### src/rtl/fcr_regs.svh
`ifndef FCR_REGS_SVH
`define FCR_REGS_SVH
`define FCR_ADDR_W          8
`define FCR_OFS_FUSE_CTL    8'h29
`define FCR_OFS_RESET_CTL   8'h2a
`define FCR_OFS_IRQ0_MAP0   8'h2b
`define FCR_OFS_SECONDARY_STATUS_REGISTER     8'h10
`define FCR_OFS_DEV_CTL     8'h11
`define FCR_RST_FUSE_CTL    8'h00
`define FCR_RST_RESET_CTL   8'h00
`define FCR_RST_IRQ0_MAP0   8'h80
`define FCR_RST_DEV_CTL     8'h00
`define FCR_BIT_ECC_START   7
`define FCR_BIT_CRC_START   3
`define FCR_BIT_SOFT_RESET  1
`define FCR_BIT_BUSY_MAP    7
`define FCR_BIT_INACT_MAP   6
`define FCR_BIT_ACT_MAP     5
`define FCR_BIT_ECC_ERR     1
`define FCR_BIT_CRC_ERR     0
`define FCR_RESET_KEY       8'h52
`define FCR_ECC_CYCLES      8'd7
`define FCR_CRC_CYCLES      8'd3
`define FCR_CLK_MHZ         250
`define FCR_INIT_TIME_US    500
`endif

### src/rtl/fcr_pkg.sv
`default_nettype none
package fcr_pkg;
    typedef enum logic [3:0] {
        FCR_IDLE = 4'b0001,
        FCR_ECC  = 4'b0010,
        FCR_CRC  = 4'b0100,
        FCR_LOAD = 4'b1000
    } fcr_fuse_state_e;

    typedef struct packed {
        logic       wr;
        logic       rd;
        logic [7:0] addr;
        logic [7:0] wdata;
    } fcr_bus_req_s;
endpackage : fcr_pkg
`default_nettype wire

### src/rtl/fcr_fuse_ctrl.sv
// The plain strobed port was chosen for this implementation.
`include "fcr_regs.svh"
`default_nettype none
module fcr_fuse_ctrl
    import fcr_pkg::*;
#(
    parameter int INIT_CYCLES = `FCR_CLK_MHZ * `FCR_INIT_TIME_US
) (
    input  wire logic       ref_clk,
    input  wire logic       srst,
    input  wire logic [7:0] reg_addr,
    input  wire logic [7:0] reg_wdata,
    input  wire logic       reg_wr,
    input  wire logic       reg_rd,
    output logic      [7:0] reg_rdata,
    input  wire logic       ecc_fault,
    input  wire logic       crc_fault,
    input  wire logic       inactivity_flag,
    input  wire logic       activity_flag,
    output logic            interrupt_pin_zero_o,
    output logic            interrupt_pin_zero_oe,
    output logic            interrupt_pin_one_oe,
    output logic            sensor_standby,
    output logic            fuse_busy_flag,
    output logic            soft_reset_pulse
);

    // ------------------------------------------------------------
    // Bus request and decode
    // ------------------------------------------------------------
    fcr_bus_req_s req;
    assign req = '{wr: reg_wr, rd: reg_rd, addr: reg_addr, wdata: reg_wdata};

    function automatic logic hit(input logic [7:0] a, input logic [7:0] ofs);
        return a == ofs;
    endfunction : hit

    localparam int CNT_W = $clog2(INIT_CYCLES + 1);

    logic [7:0]           fuse_ctl_q;
    logic [7:0]           irq0_map0_q;
    logic [7:0]           secondary_status_register_q;
    logic [7:0]           dev_ctl_q;
    logic [CNT_W-1:0]     init_cnt_q;
    logic                 init_busy;
    logic                 key_hit;
    logic                 soft_rst;
    logic [7:0]           fuse_cnt_q;
    fcr_fuse_state_e      state_q;

    assign init_busy = init_cnt_q != '0;
    assign key_hit   = req.wr && hit(req.addr, `FCR_OFS_RESET_CTL)
                       && req.wdata == `FCR_RESET_KEY;
    // Reset bit reads zero, so each key write is a 0-to-1 event
    assign soft_rst  = key_hit;
    assign soft_reset_pulse = soft_rst;

    // ------------------------------------------------------------
    // Initialization window after soft reset
    // ------------------------------------------------------------
    always_ff @(posedge ref_clk) begin
        if (srst) begin
            init_cnt_q <= '0;
        end else if (soft_rst) begin
            init_cnt_q <= CNT_W'(INIT_CYCLES);
        end else if (init_busy) begin
            init_cnt_q <= init_cnt_q - CNT_W'(1);
        end
    end

    // ------------------------------------------------------------
    // Writable registers
    // ------------------------------------------------------------
    always_ff @(posedge ref_clk) begin
        if (srst || soft_rst) begin
            fuse_ctl_q  <= `FCR_RST_FUSE_CTL;
            irq0_map0_q <= `FCR_RST_IRQ0_MAP0;
            dev_ctl_q   <= `FCR_RST_DEV_CTL;
        end else begin
            if (req.wr && !init_busy && hit(req.addr, `FCR_OFS_FUSE_CTL)) begin
                fuse_ctl_q <= req.wdata;
            end else if (state_q != FCR_IDLE && fuse_cnt_q == 8'd1) begin
                // Start bit self-clears when the check ends
                if (state_q == FCR_ECC) begin
                    fuse_ctl_q[`FCR_BIT_ECC_START] <= 1'b0;
                end
                if (state_q == FCR_CRC) begin
                    fuse_ctl_q[`FCR_BIT_CRC_START] <= 1'b0;
                end
            end
            if (req.wr && !init_busy && hit(req.addr, `FCR_OFS_IRQ0_MAP0)) begin
                irq0_map0_q <= req.wdata;
            end
            if (req.wr && !init_busy && hit(req.addr, `FCR_OFS_DEV_CTL)) begin
                dev_ctl_q <= req.wdata;
            end
        end
    end

    // ------------------------------------------------------------
    // Fuse controller
    // ------------------------------------------------------------
    always_ff @(posedge ref_clk) begin
        if (srst) begin
            state_q    <= FCR_IDLE;
            fuse_cnt_q <= 8'd0;
        end else if (soft_rst) begin
            state_q    <= FCR_LOAD;
            fuse_cnt_q <= `FCR_ECC_CYCLES;
        end else begin
            case (state_q)
                FCR_IDLE: begin
                    if (fuse_ctl_q[`FCR_BIT_ECC_START]) begin
                        state_q    <= FCR_ECC;
                        fuse_cnt_q <= `FCR_ECC_CYCLES;
                    end else if (fuse_ctl_q[`FCR_BIT_CRC_START]) begin
                        state_q    <= FCR_CRC;
                        fuse_cnt_q <= `FCR_CRC_CYCLES;
                    end else begin
                        state_q    <= FCR_IDLE;
                    end
                end
                FCR_ECC, FCR_CRC, FCR_LOAD: begin
                    if (fuse_cnt_q <= 8'd1) begin
                        state_q    <= FCR_IDLE;
                        fuse_cnt_q <= 8'd0;
                    end else begin
                        fuse_cnt_q <= fuse_cnt_q - 8'd1;
                    end
                end
                default: begin
                    state_q    <= FCR_IDLE;
                    fuse_cnt_q <= 8'd0;
                end
            endcase
        end
    end

    // ------------------------------------------------------------
    // Secondary status: check results
    // ------------------------------------------------------------
    always_ff @(posedge ref_clk) begin
        if (srst || soft_rst) begin
            secondary_status_register_q <= 8'h00;
        end else if (state_q == FCR_ECC && fuse_cnt_q == 8'd1) begin
            secondary_status_register_q[`FCR_BIT_ECC_ERR] <= ecc_fault;
        end else if (state_q == FCR_CRC && fuse_cnt_q == 8'd1) begin
            secondary_status_register_q[`FCR_BIT_CRC_ERR] <= crc_fault;
        end
    end

    assign fuse_busy_flag = state_q != FCR_IDLE;

    // ------------------------------------------------------------
    // Read path
    // ------------------------------------------------------------
    always_ff @(posedge ref_clk) begin
        if (srst) begin
            reg_rdata <= 8'h00;
        end else if (!req.rd || init_busy || soft_rst) begin
            reg_rdata <= 8'h00;
        end else begin
            case (req.addr)
                `FCR_OFS_FUSE_CTL:  reg_rdata <= fuse_ctl_q;
                `FCR_OFS_RESET_CTL: reg_rdata <= 8'h00;
                `FCR_OFS_IRQ0_MAP0: reg_rdata <= irq0_map0_q;
                `FCR_OFS_SECONDARY_STATUS_REGISTER:   reg_rdata <= secondary_status_register_q;
                `FCR_OFS_DEV_CTL:   reg_rdata <= dev_ctl_q;
                default:            reg_rdata <= 8'h00;
            endcase
        end
    end

    // ------------------------------------------------------------
    // Interrupt pin 0 and pin drive
    // ------------------------------------------------------------
    logic irq0_d;
    always_comb begin
        irq0_d = (irq0_map0_q[`FCR_BIT_BUSY_MAP]  && fuse_busy_flag)
              || (irq0_map0_q[`FCR_BIT_INACT_MAP] && inactivity_flag)
              || (irq0_map0_q[`FCR_BIT_ACT_MAP]   && activity_flag);
    end

    always_ff @(posedge ref_clk) begin
        if (srst) begin
            interrupt_pin_zero_o <= 1'b0;
        end else begin
            interrupt_pin_zero_o <= irq0_d;
        end
    end

    // Pins float in the key-write cycle and the init window, driven otherwise
    assign interrupt_pin_zero_oe = !init_busy && !soft_rst;
    assign interrupt_pin_one_oe  = !init_busy && !soft_rst;
    // Sensors in standby until software sets device control bit 0
    assign sensor_standby = !dev_ctl_q[0];

endmodule : fcr_fuse_ctrl
`default_nettype wire

### config.mk
export PLATFORM = sky130hd
export DESIGN_NAME = fcr_fuse_ctrl
export DESIGN_NICKNAME = d
export VERILOG_FILES = /design/src/rtl/fcr_pkg.sv /design/src/rtl/fcr_fuse_ctrl.sv
export VERILOG_INCLUDE_DIRS = /design/src /design/src/rtl
export SDC_FILE = /design/constraint.sdc
export NUM_CORES = 1
export LEC_CHECK = 0
export BUFFER_PORTS_ARGS = -buffer_cell sky130_fd_sc_hd__buf_2
export CAP_MARGIN = 15
export CORE_MARGIN = 2
export CORE_UTILIZATION = 62
export DETAILED_ROUTE_END_ITERATION = 7
export PLACE_DENSITY = 0.94
export SYNTH_ARGS = -nofsm -noshare
export SYNTH_HDL_FRONTEND = slang
export SYNTH_SLANG_ARGS = --single-unit
### constraint.sdc
create_clock -name ref_clk -period 2.87 [get_ports ref_clk]
set_input_delay 0.4305 -clock ref_clk [delete_from_list [all_inputs] [get_ports ref_clk]]
set_output_delay 0.4305 -clock ref_clk [all_outputs]
set_load 0.03 [all_outputs]
==> flow_metrics.py <==
metrics = {
    "run_status": {
        "outcome": "completed",
    },
    "sta": {
        "grt_setup_unrepaired": "false",
        "fin_crit_ps": 2452,
        "finalHoldViolCount": 0,
        "setup_viol": 0,
        "hold_ws_ps": 342.5,
        "max_freq_mhz": 407.9,
        "slew_violations": 0,
        "fin_skew_ps": 6.688,
        "tightest_slew_ps": 1000,
        "period_share": 0.8542,
        "max_slew_margin": 0.3331,
        "fin_tns_setup_ps": 0,
    },
    "synthesis": {
        "synth_async_sr_flop_share": 0,
        "ys_seq_area_frac": 0.4276,
        "netlist_area_um2": 2997,
        "synth_top_cell_area_share": 0.4276,
        "post-synth-top-area-cell": "dfxtp_1",
        "synthTopCellsByArea": "dfxtp_1 43%, mux2i_1 8.7%, nor2_1 5.6%",
        "ys_top_cells_by_count": "64 x dfxtp_1, 45 x nor2_1, 26 x mux2i_1",
        "synth_compound_area_frac": 0.1478,
        "synth-adder-area-share": 0.01253,
        "ys_ff_latch": 64,
        "syn_area_per_cell_um2": 9.164,
        "synth_xor_area_frac": 0.03215,
        "synth_simple_gate_area_frac": 0.2493,
        "ys.flop_type": "dfxtp_1",
        "synth.most_common_cell": "dfxtp_1",
        "synth_edf_count": 0,
        "synth_cell_types": 62,
        "synthMuxAreaShare": 0.09436,
        "synth_top_family_by_area": "simple AND/OR/NAND/NOR gates",
        "ys_warn_count": 0,
        "syn_nets": 354,
        "netlist_instances": 327,
    },
    "worst_setup_path": {
        "end_kind": "output port",
        "path_class": "in2out",
        "arrival_ps": 2020,
        "cp-start-kind": "primary input",
        "required_ps": 2440,
        "path_max_fanout": 4,
    },
    "cts": {
        "clk_pin_slew_ps": 70,
        "postCtsSetupRepairBufs": 0,
        "htreeDepth": 3,
        "clkSinkCount": 64,
        "cts_tree": "done",
        "root_buffer": "clkbuf_8",
        "cts_resized": 0,
        "insertion_delay_ps": 340,
        "cts_buffers": 9,
        "ctsHoldBuffers": 0,
        "cts_max_path_buffers": 2,
    },
    "floorplan": {
        "design.core.area_um2": 4692,
        "rows": 25,
        "die_area_um2": 5405,
        "dieHeight_um": 73.52,
        "floorplan.initialDensity": 0.6387,
        "dieWidth_um": 73.52,
        "io_pins": 38,
    },
    "placed_design": {
        "dp.cells": 409,
        "place_congestion": 0.8605,
        "portBuffers": 37,
        "dpl.hpwl_um": 4812,
    },
    "finish": {
        "fillers": 337,
        "diodes": 0,
        "seq_area_um2": 1281,
        "stdcell_count": 424,
        "drive_gt1_frac": 0.2162,
        "nNetsFinal": 393,
        "multi_input_area_um2": 1618,
        "synthToLayoutAreaGrowth_pct": 15.78,
    },
    "routing": {
        "num_vias": 2632,
        "routed_wirelength_um": 7063,
        "detail-route-antenna-nets": 0,
        "wl_per_cell_um": 16.66,
        "drt_pass1_iterations": 5,
        "drt-initial-drc-count": 202,
        "routed_via_density": 6.208,
        "drc": 0,
    },
    "global_routing": {
        "grt_antenna_before_repair": 0,
        "grt_pass1_wl_um": 11220,
        "grt_util_all_layers": 0.2736,
        "grt_pass1_vias": 2389,
        "grt_max_degree": 43,
        "gr-total-overflow": 0,
    },
    "worst_hold_path": {
        "min_path_type": "in2reg",
    },
    "job": {
        "cap_violations": 0,
    },
    "pwr": {
        "ir_drop_uv": 638.0,
        "power.density_nw_per_um2": 860.1,
        "power_leakage_nw": 1.436,
    },
}
cell families after synthesis:
group           Yosys count
mux                      28
xor+xnor                 11
simple gates            135
flops                    64
buf+inv                  24
fa+ha+maj                 3
compound gates           62
flip-flops by register name (all words and copies together) (netlist names), 2 cells and up:
register / flops
init_cnt_q: 17
dev_ctl_q: 8
fuse_cnt_q: 8
fuse_ctl_q: 8
irq0_map0_q: 8
reg_rdata: 8
state_q: 4
secondary_status_register_q: 2
final timing paths:
check / startpoint / to / slack, ps / cells after the start
max: reg_wdata[2] / interrupt_pin_one_oe / 420 / 6
max reg2reg: init_cnt_q[0] / fuse_ctl_q[5] / 450 / 8
min reg2reg: irq0_map0_q[1] / reg_rdata[1] / 460 / 2
min: crc_fault / secondary_status_register_q[0] / 340 / 3
cell type report:
| cell class | instances | area share |
|---|---|---|
| Inverter | 10 | 0.01082 |
| Multi-Input combinational cell | 239 | 0.4663 |
| Clock inverter | 5 | 0.03029 |
| Clock buffer | 10 | 0.03967 |
| Tap cell | 54 | 0.01947 |
| Sequential cell | 64 | 0.3693 |
| Timing Repair Buffer | 42 | 0.06419 |
stage by stage:
step | setup slack, ps | total power, W | instance area [um2] | utilization
2_1_floorplan | 216.8 | 0.001820 | 2997 | -
3_3_place_gp | 418.4 | 0.001995 | 3227 | 0.6877
5_1_grt | 290.5 | 0.003140 | 3470 | 0.7395
3_5_place_dp | 416.9 | 0.002027 | 3227 | 0.6877
4_1_cts | 410.1 | 0.002975 | 3470 | 0.7395
6_report | 418.3 | 0.002984 | 3470 | 0.7395
critical path: stages:
cell and delay (ps):
buf_2 120, or4b_1 600, or4_1 550, inv_1 100, nor2_1 50, buf_2 180
power by group:
part / leakage [nW] / switching [W] / total (W) / internal, W
Sequential: 0.518 / 0.000123 / 0.00111 / 0.000983
Combinational: 0.803 / 0.000545 / 0.000931 / 0.000386
Clock: 0.115 / 0.000352 / 0.000947 / 0.000595
routing by layer:
| metal | wire, um | share of wire | GRT usage |
|---|---|---|---|
| met2 | 3527 | 0.50 | 0.4494 |
| met4 | 183 | 0.026 | 0.1374 |
| met3 | 335 | 0.047 | 0.05213 |
| met1 | 3017 | 0.43 | 0.3410 |
| met5 | 0 | 0 | 0 |
placed cells by master, fill, tap and decap left out, types with 3 or more instances in the layout:
master / n
dfxtp_1: 64
nor2_1: 45
buf_2: 37
mux2i_1: 26
nand2_1: 25
a21oi_1: 14
inv_1: 10
clkbuf_8: 10
nand3_1: 8
nor4_1: 7
o21ai_0: 7
a22oi_1: 7
a21oi_2: 7
xor2_1: 6
nor3_1: 6
a31oi_1: 6
or4_1: 5
xnor2_1: 5
buf_4: 5
nand2b_1: 4
and2_1: 3
nor2b_1: 3
a311oi_1: 3
a21o_1: 3
ha_1: 3
bufinv_16: 3
Note: power is estimated with default switching activity, not from simulation.
